===== src/hw/uart_chan_pkg.sv =====
package uart_chan_pkg;
    localparam int CLK_HZ = 200_000_000;
    localparam int BAUD_RESET = 9600;
    localparam logic [15:0] DIV_RESET = 16'(CLK_HZ / BAUD_RESET);
    localparam int TX_DEPTH = 128;
    localparam int RX_DEPTH = 384;
    localparam int TX_CW = $clog2(TX_DEPTH + 1);
    localparam int RX_CW = $clog2(RX_DEPTH + 1);
    localparam int FRAME_W = 12;
    // Register byte addresses
    localparam logic [7:0] REG_BAUD = 8'h00;
    localparam logic [7:0] REG_TXMASK = 8'h04;
    localparam logic [7:0] REG_LINE = 8'h08;
    localparam logic [7:0] REG_ENABLE = 8'h0c;
    localparam logic [7:0] REG_ERROR = 8'h10;
    localparam logic [7:0] REG_LEVEL = 8'h14;
    // Line configuration fields
    localparam int CFG_LEN = 0;
    localparam int CFG_PAR = 2;
    localparam int CFG_PTYPE = 3;
    localparam int CFG_STOP2 = 5;
    localparam int CFG_WIDE = 6;
    localparam logic [6:0] CFG_RESET = 7'h01;
    localparam logic [1:0] LEN_7 = 2'h0;
    localparam logic [1:0] LEN_9 = 2'h2;
    localparam logic [1:0] PAR_ODD = 2'h0;
    localparam logic [1:0] PAR_EVEN = 2'h1;
    localparam logic [1:0] PAR_MARK = 2'h2;
    // Manager enable fields
    localparam int EN_CHAN = 0;
    localparam int EN_TX = 1;
    localparam int EN_RX = 2;
    localparam logic [2:0] EN_RESET = 3'h7;
    // Error and status byte fields
    localparam int ERR_PAR = 0;
    localparam int ERR_BRK = 1;
    localparam int ERR_FRM = 2;
    localparam int ERR_OVR = 3;
    typedef enum logic [1:0] {TX_IDLE = 2'b00, TX_WAIT2 = 2'b01, TX_SHIFT = 2'b11} tx_state_t;
    typedef enum logic [1:0] {RX_IDLE = 2'b00, RX_BITS = 2'b01, RX_PUSH1 = 2'b11, RX_PUSH2 = 2'b10} rx_state_t;
endpackage


===== src/hw/chan_fifo_if.sv =====
`timescale 1ns/100ps
interface chan_fifo_if #(parameter int W = 8, parameter int CW = 5);
    logic wr_valid;
    logic wr_ready;
    logic [W-1:0] wr_data;
    logic commit;
    logic abort;
    logic flush;
    logic rd_valid;
    logic rd_ready;
    logic [W-1:0] rd_data;
    logic [CW-1:0] level;
    modport store(input wr_valid, wr_data, commit, abort, flush, rd_ready,
        output wr_ready, rd_valid, rd_data, level);
    modport user(output wr_valid, wr_data, commit, abort, flush, rd_ready,
        input wr_ready, rd_valid, rd_data, level);
endinterface


===== src/hw/chan_fifo.sv =====
`timescale 1ns/100ps
module chan_fifo #(
    parameter int W = 8,
    parameter int DEPTH = 16
) (
    input wire logic clk,
    input wire logic resetn,
    chan_fifo_if.store f
);
    localparam int AW = $clog2(DEPTH);
    localparam int CW = $clog2(DEPTH + 1);
    logic [W-1:0] mem [DEPTH];
    logic [AW-1:0] wptr_q, cptr_q, rptr_q, wptr_d;
    logic [CW-1:0] tent_q, avail_q, tent_d, avail_d;
    logic [W-1:0] dout_q;
    logic dvalid_q, space_q;

    function automatic logic [AW-1:0] bump(input logic [AW-1:0] p);
        return (p == AW'(DEPTH - 1)) ? '0 : p + 1'b1;
    endfunction

    // Writes stay invisible to the reader until committed; abort rolls them back
    wire do_wr = f.wr_valid && space_q && !f.abort;
    wire do_pop = (avail_q != '0) && (!dvalid_q || f.rd_ready);
    assign wptr_d = f.abort ? cptr_q : (do_wr ? bump(wptr_q) : wptr_q);
    assign tent_d = f.abort ? avail_q - CW'(do_pop) : tent_q + CW'(do_wr) - CW'(do_pop);
    assign avail_d = f.commit ? tent_d : avail_q - CW'(do_pop);
    assign f.wr_ready = space_q;
    assign f.rd_valid = dvalid_q;
    assign f.rd_data = dout_q;
    assign f.level = tent_q;

    always_ff @(posedge clk) begin
        if (do_wr) begin
            mem[wptr_q] <= f.wr_data;
        end
    end

    always_ff @(posedge clk or negedge resetn) begin
        if (!resetn) begin
            wptr_q <= '0;
            cptr_q <= '0;
            rptr_q <= '0;
            tent_q <= '0;
            avail_q <= '0;
            space_q <= 1'b0;
        end else if (f.flush) begin
            wptr_q <= '0;
            cptr_q <= '0;
            rptr_q <= '0;
            tent_q <= '0;
            avail_q <= '0;
            space_q <= 1'b0;
        end else begin
            wptr_q <= wptr_d;
            cptr_q <= f.commit ? wptr_d : cptr_q;
            rptr_q <= do_pop ? bump(rptr_q) : rptr_q;
            tent_q <= tent_d;
            avail_q <= avail_d;
            space_q <= tent_d < CW'(DEPTH);
        end
    end

    // Read data leave from a register so the consumer sees a flop
    always_ff @(posedge clk or negedge resetn) begin
        if (!resetn) begin
            dvalid_q <= 1'b0;
            dout_q <= '0;
        end else if (f.flush) begin
            dvalid_q <= 1'b0;
        end else if (do_pop) begin
            dvalid_q <= 1'b1;
            dout_q <= mem[rptr_q];
        end else if (f.rd_ready) begin
            dvalid_q <= 1'b0;
        end
    end
endmodule


===== src/hw/usb_uart_channel_datapath.sv =====
`timescale 1ns/100ps
// Notes on behaviour
// - Reset gives 9600 baud, 8N1, no flow control
// - Outgoing bytes wait in a 128-byte store
// - Packet bytes leave only after good CRC
// - Shifter reloads when idle or holding a wide pair's first byte
// - Bit time from divider plus per-bit mask
// - Start, data LSB first, parity, stop bits
// - Seven or eight bits, or nine without parity
// - Nine bits without wide mode send zero
// - Wide nine-bit: two bytes form one character
// - Received characters fill a 384-byte store
// - Normal 7/8-bit mode stores only data
// - Normal 9-bit mode stores low eight bits
// - Wide 7/8-bit: data then O F B P
// - Wide 9-bit: data then O F B bit8
// - Error flags sticky until read
// - Each channel keeps its own configuration
// - Manager enables channel and its stores
module usb_uart_channel_datapath
    import uart_chan_pkg::*;
(
    input wire logic clk,
    input wire logic resetn,
    input wire logic [7:0] addr,
    input wire logic [31:0] wdata,
    input wire logic wr,
    input wire logic rd,
    output logic [31:0] rdata,
    input wire logic out_valid,
    input wire logic [7:0] out_data,
    input wire logic out_end,
    input wire logic out_crc_ok,
    output logic out_ready,
    output logic in_valid,
    output logic [7:0] in_data,
    input wire logic in_ready,
    output logic txd,
    input wire logic rxd
);
    import uart_chan_pkg::*;

    // ********************************
    // Registers
    // ********************************
    logic [15:0] baud_divider_q, mask_q;
    logic [6:0] cfg_q;
    logic [2:0] en_q;
    logic [3:0] err_q, err_set;
    logic [31:0] rdata_q, rd_mux;

    function automatic logic hit(input logic [7:0] a, input logic [7:0] off);
        return a == off;
    endfunction

    wire err_clr = rd && hit(addr, REG_ERROR);

    // One instance per channel, so every setting is private to it
    always_ff @(posedge clk or negedge resetn) begin
        if (!resetn) begin
            baud_divider_q <= DIV_RESET;
            cfg_q <= CFG_RESET;
            mask_q <= '0;
        end else if (wr) begin
            if (hit(addr, REG_BAUD)) baud_divider_q <= wdata[15:0];
            if (hit(addr, REG_TXMASK)) mask_q <= wdata[15:0];
            if (hit(addr, REG_LINE)) cfg_q <= wdata[6:0];
        end
    end

    // Manager group, kept apart from the line settings
    always_ff @(posedge clk or negedge resetn) begin
        if (!resetn) begin
            en_q <= EN_RESET;
        end else if (wr && hit(addr, REG_ENABLE)) begin
            en_q <= wdata[2:0];
        end
    end

    // A flag raised in the clearing cycle survives the read
    always_ff @(posedge clk or negedge resetn) begin
        if (!resetn) begin
            err_q <= '0;
        end else begin
            err_q <= (err_clr ? 4'h0 : err_q) | err_set;
        end
    end

    chan_fifo_if #(.W(8), .CW(TX_CW)) txf();
    chan_fifo_if #(.W(8), .CW(RX_CW)) rxf();

    assign rd_mux = hit(addr, REG_BAUD) ? {16'h0000, baud_divider_q} :
                    hit(addr, REG_TXMASK) ? {16'h0000, mask_q} :
                    hit(addr, REG_LINE) ? {25'h0, cfg_q} :
                    hit(addr, REG_ENABLE) ? {29'h0, en_q} :
                    hit(addr, REG_ERROR) ? {28'h0, err_q} :
                    hit(addr, REG_LEVEL) ? {7'h0, rxf.level, 8'h00, txf.level} : 32'h0000_0000;

    always_ff @(posedge clk or negedge resetn) begin
        if (!resetn) begin
            rdata_q <= '0;
        end else begin
            rdata_q <= rd ? rd_mux : 32'h0000_0000;
        end
    end

    // ********************************
    // Character format
    // ********************************
    wire [1:0] len = cfg_q[CFG_LEN +: 2];
    wire nine = len == LEN_9;
    wire seven = len == LEN_7;
    wire par_en = cfg_q[CFG_PAR] && !nine;
    wire [1:0] ptype = cfg_q[CFG_PTYPE +: 2];
    wire wide = cfg_q[CFG_WIDE];
    wire [3:0] dbits = nine ? 4'h9 : (seven ? 4'h7 : 4'h8);
    wire [3:0] rx_nbits = 4'h2 + dbits + 4'(par_en);
    wire [3:0] tx_nbits = rx_nbits + 4'(cfg_q[CFG_STOP2]);
    wire tx_on = en_q[EN_CHAN] && en_q[EN_TX];
    wire rx_on = en_q[EN_CHAN] && en_q[EN_RX];

    function automatic logic par_calc(input logic [8:0] d, input logic sev, input logic [1:0] pt);
        logic x;
        x = sev ? ^d[6:0] : ^d[7:0];
        unique case (pt)
            PAR_ODD: return ~x;
            PAR_EVEN: return x;
            PAR_MARK: return 1'b1;
            default: return 1'b0;
        endcase
    endfunction

    // Bits above the frame stay high and act as stop bits
    function automatic logic [11:0] tx_frame(input logic [8:0] d, input logic [1:0] ln,
                                             input logic pe, input logic p);
        logic [11:0] f;
        f = 12'hfff;
        if (ln == LEN_9) begin
            f[9:0] = {d, 1'b0};
        end else if (ln == LEN_7) begin
            f[8:0] = {pe ? p : 1'b1, d[6:0], 1'b0};
        end else begin
            f[9:0] = {pe ? p : 1'b1, d[7:0], 1'b0};
        end
        return f;
    endfunction

    // ********************************
    // Transmit path
    // ********************************
    tx_state_t tx_state_q;
    logic [11:0] tx_shift_reg_q;
    logic [3:0] tx_left_q, tx_idx_q;
    logic [16:0] tx_cnt_q;
    logic [7:0] tx_low_q;
    logic txd_q;

    // Packet bytes stay tentative until the packet end reports its CRC
    assign txf.wr_valid = out_valid;
    assign txf.wr_data = out_data;
    assign txf.commit = out_end && out_crc_ok;
    assign txf.abort = out_end && !out_crc_ok;
    assign txf.flush = !tx_on;

    wire tx_pair = nine && wide;
    wire tx_pop = (tx_state_q == TX_IDLE && tx_on) || tx_state_q == TX_WAIT2;
    wire tx_take = tx_pop && txf.rd_valid;
    assign txf.rd_ready = tx_pop;
    // Second byte's bit 0 is bit 8; without the pair it is forced low
    wire [8:0] tx_word = (tx_state_q == TX_WAIT2) ? {txf.rd_data[0], tx_low_q} : {1'b0, txf.rd_data};
    wire tx_load = tx_take && !(tx_state_q == TX_IDLE && tx_pair);
    wire [11:0] tx_new = tx_frame(tx_word, len, par_en, par_calc(tx_word, seven, ptype));
    wire tx_tick = tx_state_q == TX_SHIFT && tx_cnt_q == '0;
    // Mask bit of the next bit position stretches that bit by one clock
    wire [16:0] tx_reload = 17'(baud_divider_q) + 17'(mask_q[tx_idx_q + 4'h1]) - 17'h1;

    always_ff @(posedge clk or negedge resetn) begin
        if (!resetn) begin
            tx_state_q <= TX_IDLE;
            tx_shift_reg_q <= 12'hfff;
            tx_left_q <= '0;
            tx_idx_q <= '0;
            tx_cnt_q <= '0;
            tx_low_q <= '0;
            txd_q <= 1'b1;
        end else if (tx_load) begin
            tx_state_q <= TX_SHIFT;
            tx_shift_reg_q <= tx_new;
            tx_left_q <= tx_nbits;
            tx_idx_q <= '0;
            tx_cnt_q <= 17'(baud_divider_q) + 17'(mask_q[0]) - 17'h1;
            txd_q <= tx_new[0];
        end else if (tx_take) begin
            tx_state_q <= TX_WAIT2;
            tx_low_q <= txf.rd_data;
        end else if (tx_tick) begin
            tx_shift_reg_q <= {1'b1, tx_shift_reg_q[11:1]};
            tx_left_q <= tx_left_q - 4'h1;
            tx_idx_q <= tx_idx_q + 4'h1;
            tx_cnt_q <= tx_reload;
            txd_q <= (tx_left_q == 4'h1) ? 1'b1 : tx_shift_reg_q[1];
            if (tx_left_q == 4'h1) tx_state_q <= TX_IDLE;
        end else if (tx_state_q == TX_SHIFT) begin
            tx_cnt_q <= tx_cnt_q - 17'h1;
        end else if (tx_state_q == TX_IDLE) begin
            txd_q <= 1'b1;
        end
    end

    // ********************************
    // Receive path
    // ********************************
    rx_state_t rx_state_q;
    logic rxd_s1, rxd_s2, rxd_s3;
    logic [11:0] rx_shift_reg_q;
    logic [3:0] rx_left_q;
    logic [16:0] rx_cnt_q;
    logic ovr_pend_q;

    always_ff @(posedge clk or negedge resetn) begin
        if (!resetn) begin
            rxd_s1 <= 1'b1;
            rxd_s2 <= 1'b1;
            rxd_s3 <= 1'b1;
        end else begin
            rxd_s1 <= rxd;
            rxd_s2 <= rxd_s1;
            rxd_s3 <= rxd_s2;
        end
    end

    // Realign the captured frame so the start bit sits at bit 0
    wire [11:0] rx_full = rx_shift_reg_q >> (4'hc - rx_nbits);
    wire [8:0] rx_data = nine ? rx_full[9:1] : (seven ? {2'b00, rx_full[7:1]} : {1'b0, rx_full[8:1]});
    wire rx_perr = par_en && (rx_full[dbits + 4'h1] != par_calc(rx_data, seven, ptype));
    wire rx_ferr = !rx_full[rx_nbits - 4'h1];
    wire rx_brk = rx_full == '0;
    wire [RX_CW-1:0] rx_need = wide ? RX_CW'(2) : RX_CW'(1);
    wire rx_room = rx_on && (rxf.level + rx_need <= RX_CW'(RX_DEPTH));
    wire rx_store = rx_state_q == RX_PUSH1 && rx_room;
    wire rx_drop = rx_state_q == RX_PUSH1 && !rx_room;
    wire rx_tick = rx_state_q == RX_BITS && rx_cnt_q == '0;
    // Status byte: bit 0 is parity error, or bit 8 for nine-bit characters
    wire [7:0] rx_status = {4'h0, ovr_pend_q, rx_ferr, rx_brk, nine ? rx_data[8] : rx_perr};

    // Normal mode stores the low eight bits only; errors go to the sticky flags
    assign rxf.wr_valid = rx_store || rx_state_q == RX_PUSH2;
    assign rxf.wr_data = (rx_state_q == RX_PUSH2) ? rx_status : rx_data[7:0];
    assign rxf.commit = 1'b1;
    assign rxf.abort = 1'b0;
    assign rxf.flush = !rx_on;
    assign rxf.rd_ready = in_ready;

    assign err_set = (rx_state_q == RX_PUSH1) ?
        {rx_drop, rx_ferr, rx_brk, rx_perr} : 4'h0;

    always_ff @(posedge clk or negedge resetn) begin
        if (!resetn) begin
            rx_state_q <= RX_IDLE;
            rx_shift_reg_q <= '0;
            rx_left_q <= '0;
            rx_cnt_q <= '0;
        end else begin
            unique case (rx_state_q)
                RX_IDLE: begin
                    // Falling edge only, so a held break cannot restart a frame
                    if (rx_on && rxd_s3 && !rxd_s2) begin
                        rx_state_q <= RX_BITS;
                        rx_shift_reg_q <= '0;
                        rx_left_q <= rx_nbits;
                        rx_cnt_q <= {2'b00, baud_divider_q[15:1]};
                    end
                end
                RX_BITS: begin
                    if (rx_tick) begin
                        rx_shift_reg_q <= {rxd_s2, rx_shift_reg_q[11:1]};
                        rx_left_q <= rx_left_q - 4'h1;
                        rx_cnt_q <= 17'(baud_divider_q) - 17'h1;
                        if (rx_left_q == rx_nbits && rxd_s2) rx_state_q <= RX_IDLE;
                        else if (rx_left_q == 4'h1) rx_state_q <= RX_PUSH1;
                    end else begin
                        rx_cnt_q <= rx_cnt_q - 17'h1;
                    end
                end
                RX_PUSH1: rx_state_q <= (rx_store && wide) ? RX_PUSH2 : RX_IDLE;
                RX_PUSH2: rx_state_q <= RX_IDLE;
            endcase
        end
    end

    always_ff @(posedge clk or negedge resetn) begin
        if (!resetn) begin
            ovr_pend_q <= 1'b0;
        end else if (rx_drop) begin
            ovr_pend_q <= 1'b1;
        end else if (rx_state_q == RX_PUSH2) begin
            ovr_pend_q <= 1'b0;
        end
    end

    // ********************************
    // Stores
    // ********************************
    chan_fifo #(.W(8), .DEPTH(TX_DEPTH)) tx_store (.clk(clk), .resetn(resetn), .f(txf));
    chan_fifo #(.W(8), .DEPTH(RX_DEPTH)) rx_store_mem (.clk(clk), .resetn(resetn), .f(rxf));

    assign rdata = rdata_q;
    assign out_ready = txf.wr_ready;
    assign in_valid = rxf.rd_valid;
    assign in_data = rxf.rd_data;
    assign txd = txd_q;
endmodule


===== config.mk =====
export PLATFORM = sky130hd
export DESIGN_NAME = usb_uart_channel_datapath
export DESIGN_NICKNAME = d
export VERILOG_FILES = /design/src/hw/uart_chan_pkg.sv /design/src/hw/chan_fifo_if.sv /design/src/hw/chan_fifo.sv /design/src/hw/usb_uart_channel_datapath.sv
export SDC_FILE = /design/constraint.sdc
export NUM_CORES = 2
export LEC_CHECK = 0
export BUFFER_PORTS_ARGS = -buffer_cell sky130_fd_sc_hd__buf_2
export CELL_PAD_IN_SITES_DETAIL_PLACEMENT = 0
export CELL_PAD_IN_SITES_GLOBAL_PLACEMENT = 2
export CORE_UTILIZATION = 51
export DETAILED_ROUTE_END_ITERATION = 6
export PLACE_DENSITY = 0.86
export SLEW_MARGIN = 20
export SYNTH_ARGS = -nofsm -noshare
export SYNTH_HDL_FRONTEND = slang
export SYNTH_SLANG_ARGS = --single-unit

===== constraint.sdc =====
create_clock -name clk -period 23.5 [get_ports clk]
set_input_delay 2.35 -clock clk [delete_from_list [all_inputs] [get_ports clk]]
set_output_delay 2.35 -clock clk [all_outputs]
set_load 0.02 [all_outputs]

# After elaboration in Yosys (flattened, before gate mapping)
# Memories as Yosys holds them, arrays and structs flattened. A register that Yosys moved wholly into a read port is not among the register bits.
# Cells that the tools add are included.
# op_classes
n_bitwise	4
n_lt_le_gt_ge	6
n_reduce_logical	76
n_shift	1
n_mux	103
n_addsub	26
eq_ne	32
# ops
operator	n
25-bit 2-to-1 mux	7
17-bit 2-to-1 mux	6
9-bit 2-to-1 mux	10
17-bit by 1-bit subtractor with 17-bit output (second input constant)	4
7-bit 2-to-1 mux	9
12-bit 2-to-1 mux	5
4-bit 2-to-1 mux	12
8-bit 2-to-1 mux	6
16-bit by 1-bit adder with 17-bit output	2
17-bit logical NOT	2
17-bit case mux with 2 select lines	1
1-bit 2-to-1 mux	28
1-bit logical AND	27
12-bit case mux with 2 select lines	1
2-bit 2-to-1 mux	10
2-bit AND reduction	10
9-bit by 1-bit adder with 9-bit output (second input constant)	2
9-bit == test (second input constant)	2
16-bit by 1-bit subtractor with 17-bit output (second input constant)	1
8-bit by 4-bit == test with 1-bit output (second input constant)	2
8-bit by 5-bit == test with 1-bit output (second input constant)	2
8-bit parity	2
8-bit by 1-bit subtractor with 8-bit output	2
4-bit by 5-bit < comparator with 1-bit output (second input constant)	3
other kinds (44)	92
# word_totals
word_cells	283
n_memories	2
output_inout_bits	43
ramBits	4096
ff_bits	226
input_bits	57
# memory_table
memory	words	width	rd	rd_ports_with_merged_regs	write_ports	line_no	text
rx_store_mem.mem	384	8	1	1	1	chan_fifo.sv:12	logic [W-1:0] mem [DEPTH];
tx_store.mem	128	8	1	1	1	chan_fifo.sv:12	

# Longest topological paths before layout
# logic_depth
ltp_word	17
ltp_mapped	23
mapped_depth_nobuf	22

# Cells and area by module
# From an unflattened synthesis, not the netlist that was laid out.
# unflattened
cells_unflattened	9343
hier_area_um2	175020.4
# modules_own_cells
module	cells_per_inst	instances	seq_area_each_um2	area_per_inst_um2
chan_fifo (rx_store_mem)	6003	1	93624.8	122466.2
chan_fifo (tx_store)	2237	1	31925.6	42662.2
usb_uart_channel_datapath	1103	1	3882.5	9892.0

# Worst setup path after synthesis
# OpenSTA, ideal clock, no wires.
# synth_timing
path_type	reg2reg
from	register cfg_q[0]
to	memory rx_store_mem.mem[0][2], data pin
arrival_time_ns	17.990
period_less_slack_ns	21.168
path_stages_with_launch	16
t_required_ns	20.323
slack_ns	2.332
setup_time_ns	3.177
cell_sequence	dfstp_2 -> buf_4 -> o21ai_0 -> inv_1 -> ha_1 -> inv_1 -> ha_1 -> or3_1 -> and2_0 -> buf_2 -> nand2_1 -> o221ai_1 -> mux4_2 -> a31oi_1 -> o21ai_0 -> o21ai_0
# synth_between
elab_chain_cells	11
word_cells_on_any_way	17
classes_between	4 x add/sub; 1 x eq/ne; 1 x shift; 7 x mux; 4 x reduce/logical
# synth_lines
item	line_no	text
start: declaration	usb_uart_channel_datapath.sv:47	logic [6:0] cfg_q;
start signal: assignment	usb_uart_channel_datapath.sv:67	if (hit(addr, REG_LINE)) cfg_q <= wdata[6:0];
2-bit logical NOT	usb_uart_channel_datapath.sv:112	wire seven = len == LEN_7;
4-bit 2-to-1 mux (2 in series)	usb_uart_channel_datapath.sv:116	wire [3:0] dbits = nine ? 4'h9 : (seven ? 4'h7 : 4'h8);
2-bit by 4-bit adder with 4-bit output	usb_uart_channel_datapath.sv:117	wire [3:0] rx_nbits = 4'h2 + dbits + 4'(par_en);
4-bit by 1-bit adder with 4-bit output	usb_uart_channel_datapath.sv:117	
4-bit subtractor	usb_uart_channel_datapath.sv:233	wire [11:0] rx_full = rx_shift_reg_q >> (4'hc - rx_nbits);
12-bit by 4-bit right shift with 12-bit output	usb_uart_channel_datapath.sv:233	
1-bit binary-select mux with 4-bit select	usb_uart_channel_datapath.sv:236	wire rx_ferr = !rx_full[rx_nbits - 4'h1];
1-bit 2-to-1 mux (not written as such)	usb_uart_channel_datapath.sv:236	
1-bit logical NOT	usb_uart_channel_datapath.sv:236	
8-bit 2-to-1 mux (*)	usb_uart_channel_datapath.sv:248	assign rxf.wr_data = (rx_state_q == RX_PUSH2) ? rx_status : rx_data[7:0];
via rx_store_mem.f.wr_data[2]	chan_fifo_if.sv:13	modport store(input wr_valid, wr_data, commit, abort, flush, rd_ready,
end: declaration	chan_fifo.sv:12	
# The timed path passes the listed nets; every way through them passes the cells marked *. The select of a mux whose other input is x is not followed.

==> flow_summary.yaml <==
setup_path:
  slowest_delay_ns: 1.02
  crit_family: "buffers and inverters"
  cp.required_ns: 24.28
  path_class: "reg -> reg"
  arrival_ns: 8.19
  start_kind: "flop"
  path_cells: "buf_4, buf_4, buf_4, buf_4, mux4_2, mux4_2, mux4_2, nand2b_1, a21oi_1, nor3_1, o31ai_1"
  worstPathMaxFanout: 64
  critPathBufInv: 4
  cp_slowest_cell: "dfrtp_4"
  end_kind: "flop"
  crit_top_cell: "buf_4"
floorplan:
  initial_core_util: 0.512
  dieHeight_um: 583
  rows: 213
  die_w_um: 583
  die_area_um2: 340000
  core-area_um2: 336000
  ioPinCount: 100
sta:
  maxSlewViolCount: 0
  fin_skew_ns: 0.0933
  worst_pin_slew_ns: 1.29
  fmax_ghz: 0.135
  setup_tns_ns: 0
  hold_viol_final: 0
  fin_crit_sh: 0.315
  rsz0062_at_grt: "false"
  setup_viol: 0
  fin_crit_ns: 7.41
  relSlewSlack: 0.139
route:
  ant_nets: 0
  drc_errors: 0
  num_vias: 82600
  drt-total-wl_um: 392000
  drt_iter0_drc: 8732
  via_per_inst: 6.22
  routedWlPerCell_um: 29.5
  drt_pass1_iterations: 6
clock_tree:
  h-tree-depth: 5
  cts_hold_buf: 0
  cts_sinks: 4335
  clock_latency_ns: 0.97
  cts_tree: "built"
  cts-root-buf: "clkbuf_16"
  clk_pin_slew_ns: 0.06
  ctsResizeCount: 0
  post-cts-setup-buffer-count: 0
  cts_buffers: 429
  clock_path_buffers: 4
place:
  dp.cells: 12500
  gp_congestion: 0.812
  dpl.hpwl_um: 226000
  port_buffers: 76
hold_path:
  hp-class: "reg -> reg"
pwr:
  p_sw_frac: 0.197
  pwr-share-clk: 0.443
  p_per_area_nw_per_um2: 80.5
  combPwrFrac: 0.013
  leakagePower_nw: 66.6
  vdd_drop_max_uv: 73.1
  total_switching_power_w: 0.00303
  p_seq_frac: 0.545
  p_int_w: 0.0124
cells_and_area:
  post_layout_nonfiller_instances: 13300
  drive_gt1_frac: 0.255
  synthToLayoutAreaGrowth_pct: 11.1
  nNetsFinal: 8528
yosys:
  ys_types: 76
  synth_seq_cells: 4335
  syn_area_um2: 172000
  syn_inst: 8279
  avgSynthCellArea_um2: 20.8
  ys_seq_area_frac: 0.749
  synthArstFlopShare: 0.0551
  synth-edff-count: 4096
  ys.flop_type: "edfxtp_1"
  yosys_warnings: 0
global_routing:
  grt_pass1_wl_um: 577000
  antenna_found_initial: 12
  grt_pass1_vias: 84600
  grt_overflow: 0
  grt_usage: 0.230
  grt_max_degree: 213
status:
  status: "complete, no violations"
job:
  max-cap-violations: 0
-- cells in the final DEF, fill, tap and decap left out, drive strengths merged, types with 106 or more instances in the layout --
master     n
nand2    255
clkbuf   520
mux4    1204
edfxtp  4096
mux2i    160
a21oi    106
clkinv   193
nor2     665
dfrtp    216
buf      201
mux2     158
-- sequential cells by signal, indices dropped and copies added (netlist names), 9 cells and up --
register	count
rx_store_mem.f.level	9
rx_store_mem.wptr_q	9
rx_shift_reg_q	12
rx_store_mem.rptr_q	9
mask_q	16
rx_store_mem.mem	3072
rx_cnt_q	17
rdata	25
tx_cnt_q	17
baud_divider_q	16
tx_store.mem	1024
tx_shift_reg_q	9
-- path summary, 6_finish.rpt --
path	startpoint	end	slack (ns)	cells past startpoint
worst min register to register	rxd_s2	rxd_s3	0.39	0
worst max-delay path	rx_store_mem.rptr_q[1]	rx_store_mem.f.rd_data[7]	16.10	11
worst min-delay path	rxd_s2	rxd_s3	0.39	0
max in group asynchronous	resetn	rx_store_mem.rptr_q[0]	20.06	3
worst max register to register	rx_store_mem.rptr_q[1]	rx_store_mem.f.rd_data[7]	16.10	11
min in group asynchronous	resetn	tx_store.f.level[6]	1.34	1
-- cells by family (layout without fill, tap and decap cells) --
kind of cell             Yosys count  after routing  share of synthesized area
flip-flops                      4335           4335                      0.749
other                              1             12                  0.0000218
buffers and inverters            561           1040                     0.0150
XOR/XNOR                          95             95                    0.00499
multiplexers                    1522           1522                      0.177
adder cells (fa/ha/maj)           57             57                    0.00431
AO/OA/AOI/OAI                    511            511                     0.0202
AND/OR/NAND/NOR                 1197           1197                     0.0297
-- routing by layer --
layer	share of wire	GRT usage
met4	0.034	0.0748
met5	0.000097	0
met1	0.39	0.320
met2	0.50	0.379
met3	0.074	0.0332
-- power groups by stage --
stage               combinational, W  clock [W]  sequential [W]
finish                      0.000196    0.00682         0.00839
global route                0.000216    0.00718         0.00839
CTS                         0.000195    0.00691         0.00839
detailed placement          0.000194          0         0.00855
global placement            0.000190          0         0.00855
floorplan                   0.000122          0         0.00855
-- synth_stat cells (all sizes together), types with 53 or more instances --
library cell	instances	area, um2
dfrtp	216	5410
buf	220	1300
o21ai	69	345
inv	58	218
mux4	1204	27100
ha	53	663
o22ai	84	526
clkbuf	283	1060
edfxtp	4096	123000
a21oi	106	531
mux2i	160	1600
nand2	255	957
nor2	665	2500
a221oi	71	622
nand3	61	305
mux2	158	1780
-- worst register-to-register path, cell delays in order (launching register included) --
cell,delay (ns)
dfrtp_4,1.02
buf_4,0.71
buf_4,0.94
buf_4,0.91
buf_4,0.86
mux4_2,0.53
mux4_2,0.55
mux4_2,0.56
nand2b_1,0.10
a21oi_1,0.14
nor3_1,0.76
o31ai_1,0.16
-- stage by stage --
stage	utilization	area [um2]	hold WS [ns]	power, W	setup slack (ns)
5_1_grt	0.569	191000	0.391	0.0158	15.76
3_3_place_gp	0.527	177000	0.379	0.00874	16.21
6_report	0.569	191000	0.386	0.0154	16.10
3_5_place_dp	0.527	177000	0.379	0.00875	16.15
4_1_cts	0.569	191000	0.384	0.0155	16.10
2_1_floorplan	-	172000	0.345	0.00867	2.33
-- final cells by class --
cell class / count / area [um2]
fillers: 24200 / 145000
flip-flops and latches: 4335 / 129000
multi-input cells: 3389 / 40900
clock buffers: 520 / 11300
well taps: 4515 / 5650
clock inverters: 261 / 2680
repair buffers: 201 / 1560
inverters: 58 / 218
diodes: 5 / 12.5
No activity file was read; power rests on OpenSTA's default activity.
